==> config.mk <==
export PLATFORM = sky130hd
export DESIGN_NAME = sfep_ctl
export DESIGN_NICKNAME = d
export VERILOG_FILES = /design/src/hdl/sfep_pkg.sv /design/src/hdl/sfep_spi_if.sv /design/src/hdl/sfep_ctl.sv /design/src/hdl/sfep_spi_rx.sv
export VERILOG_INCLUDE_DIRS = /design/src /design/src/hdl
export SDC_FILE = /design/constraint.sdc
export NUM_CORES = 1
export LEC_CHECK = 0
export BUFFER_PORTS_ARGS = -buffer_cell sky130_fd_sc_hd__clkbuf_2
export CAP_MARGIN = 20
export CORE_MARGIN = 2
export CORE_UTILIZATION = 45
export DETAILED_ROUTE_END_ITERATION = 7
export GPL_TIMING_DRIVEN = 0
export PLACE_DENSITY = 0.63
export SLEW_MARGIN = 5
export SYNTH_ARGS = -nofsm -noshare
export SYNTH_HDL_FRONTEND = slang
export SYNTH_HIERARCHICAL = 1
export SYNTH_SLANG_ARGS = --single-unit
export TNS_END_PERCENT = 1
==> constraint.sdc <==
create_clock -name clk_sys_i -period 4.06 [get_ports clk_sys_i]
set_input_delay 0.609 -clock clk_sys_i [delete_from_list [all_inputs] [get_ports clk_sys_i]]
set_output_delay 0.609 -clock clk_sys_i [all_outputs]
set_load 0.005 [all_outputs]
==> src/hdl/sfep_defines.svh <==
`ifndef SFEP_DEFINES_SVH
`define SFEP_DEFINES_SVH
// Contract
// - program or erase failure, or protected target, raises error; operation stays incomplete.
// - on error set matching error flag and write_in_progress, both held at one.
// - clear-status command clears error flags and returns to standby.
// - freeze bit blocks block-protect bits, placement and origin bits.
// - freeze bit also locks protect volatility bit and one-time-program region.
// - small-sector erase accepted only on top or bottom 4k parameter sectors.
// - no 8k or 32k grouped small-sector erase commands.
// - 64k erase accepted under uniform 64k or hybrid sector map.
// - hybrid 64k erase over parameter block erases only the 32k remainder.
// - under uniform 256k map the block erase erases 256k.
// - register write with one data byte updates only the first status register.
// - selecting a guard scheme mode makes all one-time config bits permanent.
// - guard register bit makes persistent sector lock protection permanent.
// - erase-status command reports whether last erase of addressed sector completed.
// - quad all-phase mode moves instruction, address and data four bits wide.
// - legacy quad page write absent; normal program works in quad mode.
// - one command is everything sent during one chip select low interval.
// - first eight bits of each command are the instruction code.

`define SFEP_OP_WREN        8'h06
`define SFEP_OP_WRDI        8'h04
`define SFEP_OP_WRR         8'h01
`define SFEP_OP_CLSR        8'h30
`define SFEP_OP_PARAM_ERASE 8'h20
`define SFEP_OP_BLK_ERASE   8'hD8
`define SFEP_OP_PROG        8'h02
`define SFEP_OP_OTP_PROG    8'h42
`define SFEP_OP_EVAL        8'hD0

`define SFEP_SR1_WIP        0
`define SFEP_SR1_WEL        1
`define SFEP_SR1_BP_LO      2
`define SFEP_SR1_BP_HI      4
`define SFEP_SR1_EERR       5
`define SFEP_SR1_PERR       6
`define SFEP_SR2_ESTAT      2
`define SFEP_CONFIG_ONE_VOLATILE_FREEZE    0
`define SFEP_CONFIG_ONE_VOLATILE_QUAD      1
`define SFEP_CONFIG_ONE_NONVOLATILE_PARAM    2
`define SFEP_CONFIG_ONE_NONVOLATILE_BPV      3
`define SFEP_CONFIG_ONE_NONVOLATILE_ORIGIN   5
`define SFEP_GRD_PERM       0
`define SFEP_GRD_PERSIST    1
`define SFEP_GRD_PASSWD     2
`define SFEP_GRD_LOCK       3

`define SFEP_WB_STAT        8'h00
`define SFEP_WB_CFG1        8'h04
`define SFEP_WB_CFG3        8'h08
`define SFEP_WB_GUARD       8'h0C
`define SFEP_WB_LAST        8'h10

`define SFEP_RST_SR1        8'h00
`define SFEP_RST_CONFIG_ONE_NONVOLATILE      8'h00
`define SFEP_RST_GUARD      4'h0
`define SFEP_ARRAY_TOP      25'h100_0000
`define SFEP_PARAM_LO_END   24'h00_8000
`define SFEP_PARAM_HI_BASE  24'hFF_8000
`define SFEP_HALF_HI        16'h8000
`define SFEP_HALF_LO        16'h0000
`endif

==> src/hdl/sfep_pkg.sv <==
package sfep_pkg;
    typedef enum logic [2:0] {
        ST_STANDBY = 3'b001,
        ST_BUSY    = 3'b010,
        ST_FAULT   = 3'b100
    } sfep_state_t;
    typedef enum logic [1:0] {
        MAP_UNI64  = 2'b00,
        MAP_HYBRID = 2'b01,
        MAP_UNI256 = 2'b10
    } sfep_map_t;
    typedef enum logic [1:0] {
        SZ_4K   = 2'b00,
        SZ_32K  = 2'b01,
        SZ_64K  = 2'b10,
        SZ_256K = 2'b11
    } sfep_size_t;
    typedef enum logic [1:0] {
        OP_ERASE = 2'b00,
        OP_PROG  = 2'b01,
        OP_OTP   = 2'b10
    } sfep_kind_t;
    typedef struct packed {
        sfep_state_t st;
        logic [7:0]  status_one_volatile;
        logic [7:0]  sr2v;
        logic [2:0]  status_one_nonvolatile_bp;
        logic [1:0]  config_one_volatile;
        logic [7:0]  config_one_nonvolatile;
        sfep_map_t   map;
        logic        quad_all_phase_mode;
        logic [3:0]  guard;
        logic [7:0]  op;
        logic [2:0]  cnt;
        logic [23:0] addr;
        logic [23:0] last_addr;
        sfep_size_t  last_size;
        logic        last_ok;
        logic        req;
        sfep_kind_t  kind;
        sfep_size_t  size;
        logic [23:0] req_addr;
        logic        pb_vld;
        logic [7:0]  pb;
        logic        ack;
        logic [31:0] rdata;
    } sfep_regs_t;
endpackage : sfep_pkg

==> src/hdl/sfep_spi_if.sv <==
`timescale 1ns/1ps
interface sfep_spi_if;
    logic       quad;
    logic       byte_vld;
    logic [7:0] rx_byte;
    logic       cs_act;
    logic       cs_rise;
    modport rx  (input quad, output byte_vld, rx_byte, cs_act, cs_rise);
    modport ctl (output quad, input byte_vld, rx_byte, cs_act, cs_rise);
endinterface : sfep_spi_if

==> src/hdl/sfep_ctl.sv <==
// The placing of the registers and register access over Wishbone were decided locally.
`timescale 1ns/1ps
`include "sfep_defines.svh"
module sfep_ctl
    import sfep_pkg::*;
(
    input  wire logic        clk_sys_i,
    input  wire logic        rst_n_i,
    input  wire logic        wb_cyc_i,
    input  wire logic        wb_stb_i,
    input  wire logic        wb_we_i,
    input  wire logic [7:0]  wb_adr_i,
    input  wire logic [3:0]  wb_sel_i,
    input  wire logic [31:0] wb_dat_i,
    output wire logic [31:0] wb_dat_o,
    output wire logic        wb_ack_o,
    input  wire logic        spi_sck_i,
    input  wire logic        spi_cs_n_i,
    input  wire logic [3:0]  spi_io_i,
    output wire logic        op_req_o,
    output wire logic [1:0]  op_kind_o,
    output wire logic [1:0]  op_size_o,
    output wire logic [23:0] op_addr_o,
    input  wire logic        op_done_i,
    input  wire logic        op_fail_i,
    output wire logic [7:0]  prog_byte_o,
    output wire logic        prog_byte_vld_o
);
    sfep_regs_t r;
    sfep_regs_t n;
    logic       frz;
    logic       otp_lock;
    logic       top;

    sfep_spi_if link ();

    sfep_spi_rx u_rx (
        .clk_sys_i  (clk_sys_i),
        .rst_n_i    (rst_n_i),
        .spi_sck_i  (spi_sck_i),
        .spi_cs_n_i (spi_cs_n_i),
        .spi_io_i   (spi_io_i),
        .bus        (link)
    );

    function automatic logic in_param(input logic [23:0] a, input logic hi);
        in_param = hi ? (a >= `SFEP_PARAM_HI_BASE) : (a < `SFEP_PARAM_LO_END);
    endfunction : in_param

    function automatic logic is_prot(input logic [23:0] a, input logic [2:0] bp,
                                     input logic low);
        logic [24:0] span;
        span = `SFEP_ARRAY_TOP >> (3'd7 - bp);
        if (bp == 3'd0)
            is_prot = 1'b0;
        else if (low)
            is_prot = {1'b0, a} < span;
        else
            is_prot = {1'b0, a} >= (`SFEP_ARRAY_TOP - span);
    endfunction : is_prot

    function automatic logic same_sect(input logic [23:0] a, input logic [23:0] b,
                                       input sfep_size_t sz);
        unique case (sz)
            SZ_4K:   same_sect = a[23:12] == b[23:12];
            SZ_32K:  same_sect = a[23:15] == b[23:15];
            SZ_64K:  same_sect = a[23:16] == b[23:16];
            SZ_256K: same_sect = a[23:18] == b[23:18];
        endcase
    endfunction : same_sect

    assign frz       = r.config_one_volatile[`SFEP_CONFIG_ONE_VOLATILE_FREEZE];
    // a chosen guard mode freezes every one-time config bit
    assign otp_lock  = r.guard[`SFEP_GRD_PERSIST] | r.guard[`SFEP_GRD_PASSWD];
    assign top       = r.config_one_nonvolatile[`SFEP_CONFIG_ONE_NONVOLATILE_PARAM];
    assign link.quad = r.quad_all_phase_mode;

    always_comb
    begin
        logic       launch;
        logic       refuse;
        sfep_kind_t lk;
        sfep_size_t sz;
        logic [23:0] ea;
        logic [7:0] d1;
        logic [7:0] d2;
        launch   = 1'b0;
        refuse   = 1'b0;
        lk       = OP_ERASE;
        sz       = SZ_64K;
        ea       = r.addr;
        d1       = (r.cnt == 3'd2) ? r.addr[7:0] : r.addr[15:8];
        d2       = r.addr[7:0];
        n        = r;
        n.req    = 1'b0;
        n.pb_vld = 1'b0;
        n.ack    = 1'b0;
        n.rdata  = 32'h0000_0000;

        // classic single-cycle slave, one wait state, unmapped reads zero
        if (wb_cyc_i && wb_stb_i && !r.ack)
        begin
            n.ack = 1'b1;
            case (wb_adr_i)
                `SFEP_WB_STAT:  n.rdata = {13'h0000, r.status_one_nonvolatile_bp, r.sr2v, r.status_one_volatile};
                `SFEP_WB_CFG1:  n.rdata = {16'h0000, r.config_one_nonvolatile, 6'h00, r.config_one_volatile};
                `SFEP_WB_CFG3:  n.rdata = {29'h0000_0000, r.quad_all_phase_mode, r.map};
                `SFEP_WB_GUARD: n.rdata = {28'h000_0000, r.guard};
                `SFEP_WB_LAST:  n.rdata = {5'h00, r.last_size, r.last_ok, r.last_addr};
                default:        n.rdata = 32'h0000_0000;
            endcase
            if (wb_we_i && wb_adr_i == `SFEP_WB_CFG1)
            begin
                if (wb_sel_i[0])
                begin
                    // freeze only sets; reset is the way out
                    n.config_one_volatile[`SFEP_CONFIG_ONE_VOLATILE_FREEZE] = frz | wb_dat_i[0];
                    n.config_one_volatile[`SFEP_CONFIG_ONE_VOLATILE_QUAD]   = wb_dat_i[1];
                end
                if (wb_sel_i[1] && !frz && !otp_lock)
                    n.config_one_nonvolatile = r.config_one_nonvolatile | (wb_dat_i[15:8] & 8'h2C);
            end
            if (wb_we_i && wb_adr_i == `SFEP_WB_CFG3 && wb_sel_i[0] && !otp_lock)
            begin
                n.map = sfep_map_t'(wb_dat_i[1:0]);
                n.quad_all_phase_mode = wb_dat_i[2];
            end
            if (wb_we_i && wb_adr_i == `SFEP_WB_GUARD && wb_sel_i[0])
            begin
                if (!otp_lock)
                    n.guard[2:0] = r.guard[2:0] | wb_dat_i[2:0];
                n.guard[`SFEP_GRD_LOCK] = r.guard[`SFEP_GRD_LOCK] | wb_dat_i[3];
                if (!r.guard[`SFEP_GRD_PERM] && !wb_dat_i[3])
                    n.guard[`SFEP_GRD_LOCK] = 1'b0;
            end
        end

        if (link.byte_vld)
        begin
            n.cnt = (r.cnt == 3'd7) ? r.cnt : r.cnt + 3'd1;
            if (r.cnt == 3'd0)
                n.op = link.rx_byte;
            else if (r.cnt < 3'd4)
                n.addr = {r.addr[15:0], link.rx_byte};
            // program data in any lane mode
            if (r.op == `SFEP_OP_PROG && r.cnt >= 3'd4 && r.st == ST_STANDBY
                && r.status_one_volatile[`SFEP_SR1_WEL])
            begin
                n.pb_vld = 1'b1;
                n.pb     = link.rx_byte;
            end
        end

        if (link.cs_rise)
        begin
            n.cnt = 3'd0;
            if (r.cnt != 3'd0 && r.op == `SFEP_OP_CLSR && r.st != ST_BUSY)
            begin
                n.status_one_volatile[`SFEP_SR1_EERR] = 1'b0;
                n.status_one_volatile[`SFEP_SR1_PERR] = 1'b0;
                n.status_one_volatile[`SFEP_SR1_WIP]  = 1'b0;
                n.st                   = ST_STANDBY;
            end
            else if (r.cnt != 3'd0 && r.st == ST_STANDBY)
            begin
                case (r.op)
                    `SFEP_OP_WREN: n.status_one_volatile[`SFEP_SR1_WEL] = 1'b1;
                    `SFEP_OP_WRDI: n.status_one_volatile[`SFEP_SR1_WEL] = 1'b0;
                    `SFEP_OP_WRR:
                        if (r.status_one_volatile[`SFEP_SR1_WEL] && r.cnt >= 3'd2)
                        begin
                            n.status_one_volatile[`SFEP_SR1_WEL] = 1'b0;
                            if (!frz)
                            begin
                                n.status_one_volatile[`SFEP_SR1_BP_HI:`SFEP_SR1_BP_LO] = d1[4:2];
                                if (!r.config_one_nonvolatile[`SFEP_CONFIG_ONE_NONVOLATILE_BPV])
                                    n.status_one_nonvolatile_bp = d1[4:2];
                            end
                            if (r.cnt >= 3'd3)
                            begin
                                n.config_one_volatile[`SFEP_CONFIG_ONE_VOLATILE_QUAD] = d2[1];
                                if (!frz && !otp_lock)
                                    n.config_one_nonvolatile = r.config_one_nonvolatile | (d2 & 8'h2C);
                            end
                        end
                    `SFEP_OP_PARAM_ERASE:
                        if (r.status_one_volatile[`SFEP_SR1_WEL] && r.cnt >= 3'd4 && r.map == MAP_HYBRID
                            && in_param(r.addr, top))
                        begin
                            launch = 1'b1;
                            sz     = SZ_4K;
                        end
                    `SFEP_OP_BLK_ERASE:
                        if (r.status_one_volatile[`SFEP_SR1_WEL] && r.cnt >= 3'd4)
                        begin
                            launch = 1'b1;
                            if (r.map == MAP_UNI256)
                                sz = SZ_256K;
                            else if (r.map == MAP_HYBRID
                                     && r.addr[23:16] == (top ? 8'hFF : 8'h00))
                            begin
                                sz = SZ_32K;
                                ea = {r.addr[23:16], top ? `SFEP_HALF_LO : `SFEP_HALF_HI};
                            end
                        end
                    `SFEP_OP_PROG:
                        if (r.status_one_volatile[`SFEP_SR1_WEL] && r.cnt >= 3'd5)
                        begin
                            launch = 1'b1;
                            lk     = OP_PROG;
                        end
                    `SFEP_OP_OTP_PROG:
                        if (r.status_one_volatile[`SFEP_SR1_WEL] && r.cnt >= 3'd5)
                        begin
                            launch = 1'b1;
                            lk     = OP_OTP;
                            refuse = frz;
                        end
                    `SFEP_OP_EVAL:
                        if (r.cnt >= 3'd4)
                            n.sr2v[`SFEP_SR2_ESTAT] = r.last_ok
                                && same_sect(r.addr, r.last_addr, r.last_size);
                    // grouped small erase, legacy quad write: ignored
                    default: ;
                endcase
            end
        end

        if (launch)
        begin
            n.status_one_volatile[`SFEP_SR1_WEL] = 1'b0;
            n.status_one_volatile[`SFEP_SR1_WIP] = 1'b1;
            if (lk != OP_OTP)
                refuse = is_prot(ea, r.status_one_volatile[`SFEP_SR1_BP_HI:`SFEP_SR1_BP_LO],
                                 r.config_one_nonvolatile[`SFEP_CONFIG_ONE_NONVOLATILE_ORIGIN]);
            if (refuse)
            begin
                n.st = ST_FAULT;
                if (lk == OP_ERASE)
                    n.status_one_volatile[`SFEP_SR1_EERR] = 1'b1;
                else
                    n.status_one_volatile[`SFEP_SR1_PERR] = 1'b1;
            end
            else
            begin
                n.st       = ST_BUSY;
                n.req      = 1'b1;
                n.kind     = lk;
                n.size     = sz;
                n.req_addr = ea;
                if (lk == OP_ERASE)
                begin
                    // a lost erase stays marked incomplete
                    n.last_addr = ea;
                    n.last_size = sz;
                    n.last_ok   = 1'b0;
                end
            end
        end

        // internal failure; set comes after any clear
        if (r.st == ST_BUSY && op_done_i)
        begin
            if (op_fail_i)
            begin
                n.st = ST_FAULT;
                if (r.kind == OP_ERASE)
                    n.status_one_volatile[`SFEP_SR1_EERR] = 1'b1;
                else
                    n.status_one_volatile[`SFEP_SR1_PERR] = 1'b1;
            end
            else
            begin
                n.st                  = ST_STANDBY;
                n.status_one_volatile[`SFEP_SR1_WIP] = 1'b0;
                if (r.kind == OP_ERASE)
                    n.last_ok = 1'b1;
            end
        end
    end

    always_ff @(posedge clk_sys_i or negedge rst_n_i)
    begin
        if (!rst_n_i)
        begin
            r       <= '0;
            r.st    <= ST_STANDBY;
            r.status_one_volatile  <= `SFEP_RST_SR1;
            r.config_one_nonvolatile <= `SFEP_RST_CONFIG_ONE_NONVOLATILE;
            r.guard <= `SFEP_RST_GUARD;
        end
        else
            r <= n;
    end

    assign wb_dat_o        = r.rdata;
    assign wb_ack_o        = r.ack;
    assign op_req_o        = r.req;
    assign op_kind_o       = r.kind;
    assign op_size_o       = r.size;
    assign op_addr_o       = r.req_addr;
    assign prog_byte_o     = r.pb;
    assign prog_byte_vld_o = r.pb_vld;
endmodule : sfep_ctl

==> src/hdl/sfep_spi_rx.sv <==
`timescale 1ns/1ps
module sfep_spi_rx (
    input  wire logic       clk_sys_i,
    input  wire logic       rst_n_i,
    input  wire logic       spi_sck_i,
    input  wire logic       spi_cs_n_i,
    input  wire logic [3:0] spi_io_i,
    sfep_spi_if.rx          bus
);
    logic [5:0] s1;
    logic [5:0] s2;
    logic       sck_q;
    logic       cs_q;
    logic [7:0] sh;
    logic [7:0] next_sh;
    logic [3:0] bits;
    logic [3:0] next_bits;
    logic       vld;
    logic       next_vld;
    logic [7:0] data;
    logic [7:0] next_data;
    logic       rise;
    logic       next_rise;

    // pins are asynchronous to clk_sys_i: two flops, then edge detection on s2 only
    always_ff @(posedge clk_sys_i or negedge rst_n_i)
    begin
        if (!rst_n_i)
        begin
            s1    <= 6'h3F;
            s2    <= 6'h3F;
            sck_q <= 1'b1;
            cs_q  <= 1'b1;
        end
        else
        begin
            s1    <= {spi_io_i, spi_cs_n_i, spi_sck_i};
            s2    <= s1;
            sck_q <= s2[0];
            cs_q  <= s2[1];
        end
    end

    always_comb
    begin
        next_sh   = sh;
        next_bits = bits;
        next_vld  = 1'b0;
        next_data = data;
        next_rise = s2[1] & ~cs_q;
        if (s2[1])
            next_bits = 4'h0;
        else if (s2[0] && !sck_q)
        begin
            if (bus.quad)
            begin
                next_sh   = {sh[3:0], s2[5:2]};
                next_bits = bits + 4'h4;
            end
            else
            begin
                next_sh   = {sh[6:0], s2[2]};
                next_bits = bits + 4'h1;
            end
            if (next_bits == 4'h8)
            begin
                next_vld  = 1'b1;
                next_data = next_sh;
                next_bits = 4'h0;
            end
        end
    end

    always_ff @(posedge clk_sys_i or negedge rst_n_i)
    begin
        if (!rst_n_i)
        begin
            sh   <= 8'h00;
            bits <= 4'h0;
            vld  <= 1'b0;
            data <= 8'h00;
            rise <= 1'b0;
        end
        else
        begin
            sh   <= next_sh;
            bits <= next_bits;
            vld  <= next_vld;
            data <= next_data;
            rise <= next_rise;
        end
    end

    assign bus.byte_vld = vld;
    assign bus.rx_byte  = data;
    assign bus.cs_act   = ~s2[1];
    assign bus.cs_rise  = rise;
endmodule : sfep_spi_rx
==> run_summary.xml <==
<?xml version="1.0" encoding="UTF-8"?>
<metrics>
  <group name="worst_setup_path">
    <metric name="cp-end-kind" unit="">flip-flop</metric>
    <metric name="critical_setup_path_kind" unit="">flip-flop to flip-flop</metric>
    <metric name="worst-endpoint-arrival" unit="ps">4170</metric>
    <metric name="path_max_fanout" unit="">10</metric>
    <metric name="cp_data_required_time" unit="ps">4380</metric>
    <metric name="cp-start-kind" unit="">flip-flop</metric>
  </group>
  <group name="clock_tree">
    <metric name="clock_latency" unit="ps">430</metric>
    <metric name="max_root_sink_buffers" unit="">2</metric>
    <metric name="cts_tree" unit="">done</metric>
    <metric name="clock_sink_count" unit="">189</metric>
    <metric name="cts_root_buf" unit="">sky130_fd_sc_hd__clkbuf_16</metric>
    <metric name="cts_inserted_buffers" unit="">17</metric>
    <metric name="htree_levels" unit="">4</metric>
    <metric name="clk_transition_reported_paths" unit="ps">80</metric>
  </group>
  <group name="pwr">
    <metric name="power.ir.vdd_worst" unit="uV">326.0</metric>
    <metric name="power_leakage" unit="nW">5.306</metric>
    <metric name="p_total" unit="mW">3.638</metric>
    <metric name="power.density_cell_area" unit="mW/mm^2">342.3</metric>
  </group>
  <group name="die">
    <metric name="die_y" unit="um">146.4</metric>
    <metric name="floorplan.initialDensity" unit="%">45.54</metric>
    <metric name="boundaryPins" unit="">128</metric>
    <metric name="fp.dieW" unit="um">146.4</metric>
    <metric name="die_area" unit="mm^2">0.02144</metric>
    <metric name="design.core.area" unit="mm^2">0.02004</metric>
    <metric name="placement_rows" unit="">52</metric>
  </group>
  <group name="place">
    <metric name="gp_congestion" unit="">0.8241</metric>
    <metric name="place.port_buffers" unit="">94</metric>
    <metric name="numPlacedInstances" unit="">1126</metric>
    <metric name="hpwlAfterDp" unit="um">14170</metric>
  </group>
  <group name="sta">
    <metric name="tightestPinTransition" unit="ps">807.6</metric>
    <metric name="timing.final.crit_share" unit="%">94.87</metric>
    <metric name="report.final.slew_viol_count" unit="">0</metric>
    <metric name="timing.final.setup_violations" unit="">0</metric>
    <metric name="period_needed" unit="ps">3852</metric>
    <metric name="rsz_0062_raised_after_global_routing" unit="">no</metric>
    <metric name="report.final.hold_viol_count" unit="">0</metric>
    <metric name="slew-limit-headroom" unit="%">45.71</metric>
    <metric name="timing.setup.tns" unit="ps">0</metric>
    <metric name="timing.fmax" unit="GHz">0.2596</metric>
    <metric name="clock_skew" unit="ps">11.19</metric>
  </group>
  <group name="run">
    <metric name="max_cap_viol_count" unit="">0</metric>
  </group>
  <group name="routing">
    <metric name="detail_route.first_pass.iterations" unit="">5</metric>
    <metric name="routed-via-count" unit="">5949</metric>
    <metric name="drt-vias-per-instance" unit="">5.128</metric>
    <metric name="drt_first_iter_violations" unit="">221</metric>
    <metric name="detail-route-antenna-nets" unit="">0</metric>
    <metric name="postRouteWirelength" unit="um">19550</metric>
    <metric name="routedWlPerCell" unit="um">16.85</metric>
    <metric name="drcViolationCount" unit="">0</metric>
  </group>
  <group name="yosys">
    <metric name="synth_edf_count" unit="">0</metric>
    <metric name="synthDistinctLibCells" unit="">71</metric>
    <metric name="ys_warn_count" unit="">6</metric>
    <metric name="synthTopCellsByArea" unit="">sky130_fd_sc_hd__dfrtp_1, sky130_fd_sc_hd__mux2_2, sky130_fd_sc_hd__buf_4</metric>
    <metric name="cell_area_synth" unit="mm^2">0.009126</metric>
    <metric name="synth_largest_type_area_fraction" unit="%">47.71</metric>
    <metric name="postSynth.topFlopCell" unit="">sky130_fd_sc_hd__dfrtp_1</metric>
    <metric name="synth_common_cells" unit="">sky130_fd_sc_hd__dfrtp_1, sky130_fd_sc_hd__mux2_2, sky130_fd_sc_hd__buf_4</metric>
    <metric name="synth-seq-area-share" unit="%">52.03</metric>
    <metric name="synth_most_common_cell" unit="">sky130_fd_sc_hd__dfrtp_1</metric>
    <metric name="synth_top_cell_by_area" unit="">sky130_fd_sc_hd__dfrtp_1</metric>
    <metric name="synth_seq_cells" unit="">189</metric>
    <metric name="netlist_instances" unit="">756</metric>
    <metric name="syn-mean-instance-area" unit="um^2">12.07</metric>
    <metric name="async_reset_ff_share" unit="%">100.0</metric>
  </group>
  <group name="outcome">
    <metric name="status" unit="">complete, no violations</metric>
  </group>
  <group name="global_routing">
    <metric name="globalRouteOverflowTotal" unit="">0</metric>
    <metric name="grt_use_total" unit="%">19.24</metric>
    <metric name="largest_net_degree_at_the_start_of_global_routing" unit="">86</metric>
    <metric name="grt_pass1_wl" unit="um">32370</metric>
    <metric name="first_global_vias" unit="">5998</metric>
    <metric name="grt_antenna_before_repair" unit="">0</metric>
  </group>
  <group name="layout">
    <metric name="final_net_count" unit="">955</metric>
    <metric name="finish.utilization" unit="%">53.02</metric>
    <metric name="n_antenna_cell" unit="">0</metric>
    <metric name="n_fill_cell" unit="">1794</metric>
    <metric name="multi_input_combinational_cell_area" unit="mm^2">0.003704</metric>
    <metric name="synthToLayoutAreaGrowth" unit="%">16.42</metric>
    <metric name="regArea" unit="mm^2">0.004750</metric>
    <metric name="layout.cells.non_filler" unit="">1160</metric>
    <metric name="layout-drive-gt1-share" unit="%">39.44</metric>
  </group>
  <group name="worst_hold_path">
    <metric name="worstHoldPathType" unit="">primary input to asynchronous set/reset pin</metric>
  </group>
</metrics>
[through the flow]
stage / cell area, um^2 / hold WS (ps) / setup slack (ps)
floorplan: 9141 / 313.4 / 346.7
global placement: 9950 / 345.6 / -1240
detailed placement: 10010 / 347.0 / -509.5
CTS: 10610 / 67.73 / 26.66
global route: 10630 / 73.78 / 5.262
finish: 10630 / 70.50 / 208.3
[worst max-delay path: stages (launching register included)]
cell                       delay (ps)
sky130_fd_sc_hd__dfrtp_1          380
sky130_fd_sc_hd__clkbuf_4         220
sky130_fd_sc_hd__or3b_2           490
sky130_fd_sc_hd__ha_2             240
sky130_fd_sc_hd__xnor2_1          140
sky130_fd_sc_hd__a22o_1           210
sky130_fd_sc_hd__ha_1             320
sky130_fd_sc_hd__a211oi_1         220
sky130_fd_sc_hd__nand3_1          180
sky130_fd_sc_hd__o21ai_4          250
sky130_fd_sc_hd__a311oi_4          70
sky130_fd_sc_hd__a211o_1          350
sky130_fd_sc_hd__buf_6            180
sky130_fd_sc_hd__buf_6            170
sky130_fd_sc_hd__mux2_4           300
[per-layer routing]
| metal | vias up | global-route usage, % | share of wire [%] |
|---|---|---|---|
| met3 | 19 | 3.938 | 2.9 |
| met2 | 108 | 31.25 | 48 |
| li1 | 2846 | - | - |
| met1 | 2976 | 26.51 | 47 |
| met5 | - | 0 | 0 |
| met4 | 0 | 5.243 | 1.7 |
[power by group]
part / switching, mW / internal, mW
Clock: 0.778 / 0.805
Sequential: 0.0180 / 1.91
Combinational: 0.0768 / 0.0462
[registers in the layout, indices dropped and copies added, names as in the netlist, 2 cells and up]
name and cells:
u_rx/bits 4, u_rx/sh 7, u_rx/bus.rx_byte 8, u_rx/s1 6, prog_byte_o 8, op_kind_o 2
r 86, u_rx/s2 6, wb_dat_o 27, op_addr_o 24, op_size_o 2
[timing repair]
action | in CTS | in global routing
pin swaps | 1 | 3
buffers inserted | 3 | 0
gates resized for setup | 6 | 8
setup endpoints to repair | 56 | 55
gates cloned | 0 | 0
hold buffers | 0 | 0
[logic make-up (layout without fill, tap and decap cells)]
| logic type | count (synthesis) | after routing | synth area share, % |
|---|---|---|---|
| flip-flops | 189 | 189 | 52.03 |
| XOR/XNOR | 18 | 18 | 1.727 |
| AO/OA/AOI/OAI | 76 | 76 | 6.320 |
| other | 1 | 5 | 0.04109 |
| AND/OR/NAND/NOR | 213 | 213 | 13.24 |
| adder cells (fa/ha/maj) | 21 | 21 | 2.879 |
| multiplexers | 129 | 129 | 15.89 |
| buffers and inverters | 109 | 239 | 7.869 |
[cells in the final DEF (no fill, tap or decap), types with 4 or more instances in the layout]
master and count:
sky130_fd_sc_hd__nand4_1 9, sky130_fd_sc_hd__inv_8 4, sky130_fd_sc_hd__a211oi_1 5, sky130_fd_sc_hd__ha_1 20, sky130_fd_sc_hd__nor2_1 45, sky130_fd_sc_hd__nor3b_1 7, sky130_fd_sc_hd__a21oi_1 16, sky130_fd_sc_hd__o21ai_0 8
sky130_fd_sc_hd__mux2i_1 23, sky130_fd_sc_hd__and2_1 32, sky130_fd_sc_hd__conb_1 5, sky130_fd_sc_hd__nand4b_1 4, sky130_fd_sc_hd__clkbuf_16 17, sky130_fd_sc_hd__nand2_1 51, sky130_fd_sc_hd__nand3_1 16, sky130_fd_sc_hd__a221o_1 4
sky130_fd_sc_hd__mux2_4 7, sky130_fd_sc_hd__a21o_1 5, sky130_fd_sc_hd__dfstp_2 15, sky130_fd_sc_hd__nor3_1 4, sky130_fd_sc_hd__o211ai_1 5, sky130_fd_sc_hd__buf_6 6, sky130_fd_sc_hd__mux2_2 93, sky130_fd_sc_hd__inv_1 18
sky130_fd_sc_hd__buf_4 73, sky130_fd_sc_hd__clkbuf_1 9, sky130_fd_sc_hd__nor4_1 4, sky130_fd_sc_hd__clkbuf_2 93, sky130_fd_sc_hd__xnor2_1 18, sky130_fd_sc_hd__mux2_1 6, sky130_fd_sc_hd__dfrtp_1 173, sky130_fd_sc_hd__nor2b_1 8
sky130_fd_sc_hd__clkinvlp_4 4
[area by class of cell]
cell class	count	share of cell area [%]
Inverter	18	0.6359
Timing Repair Buffer	100	5.287
Buffer	89	6.123
Sequential cell	189	44.70
Clock buffer	17	4.004
Tap cell	270	3.179
Clock inverter	15	1.213
Multi-Input combinational cell	462	34.86
[path summary, 6_finish.rpt]
kind	cells past startpoint	endpoint	slack [ps]	from
max	14	op_addr_o[17]$_DFFE_PN0P_	210	r[163]$_DFFE_PN0P_
min	1	wb_dat_o[15]$_DFF_PN0_	70	rst_n_i
max reg2reg	14	op_addr_o[17]$_DFFE_PN0P_	210	r[163]$_DFFE_PN0P_
min reg2reg	0	u_rx/s2[1]$_DFF_PN1_	360	u_rx/s1[1]$_DFF_PN1_
max in group asynchronous	3	u_rx/s2[1]$_DFF_PN1_	2870	rst_n_i
min in group clk_sys_i	1	u_rx/s1[2]$_DFF_PN1_	260	spi_io_i[0]
(Power assumes the default switching activity.)
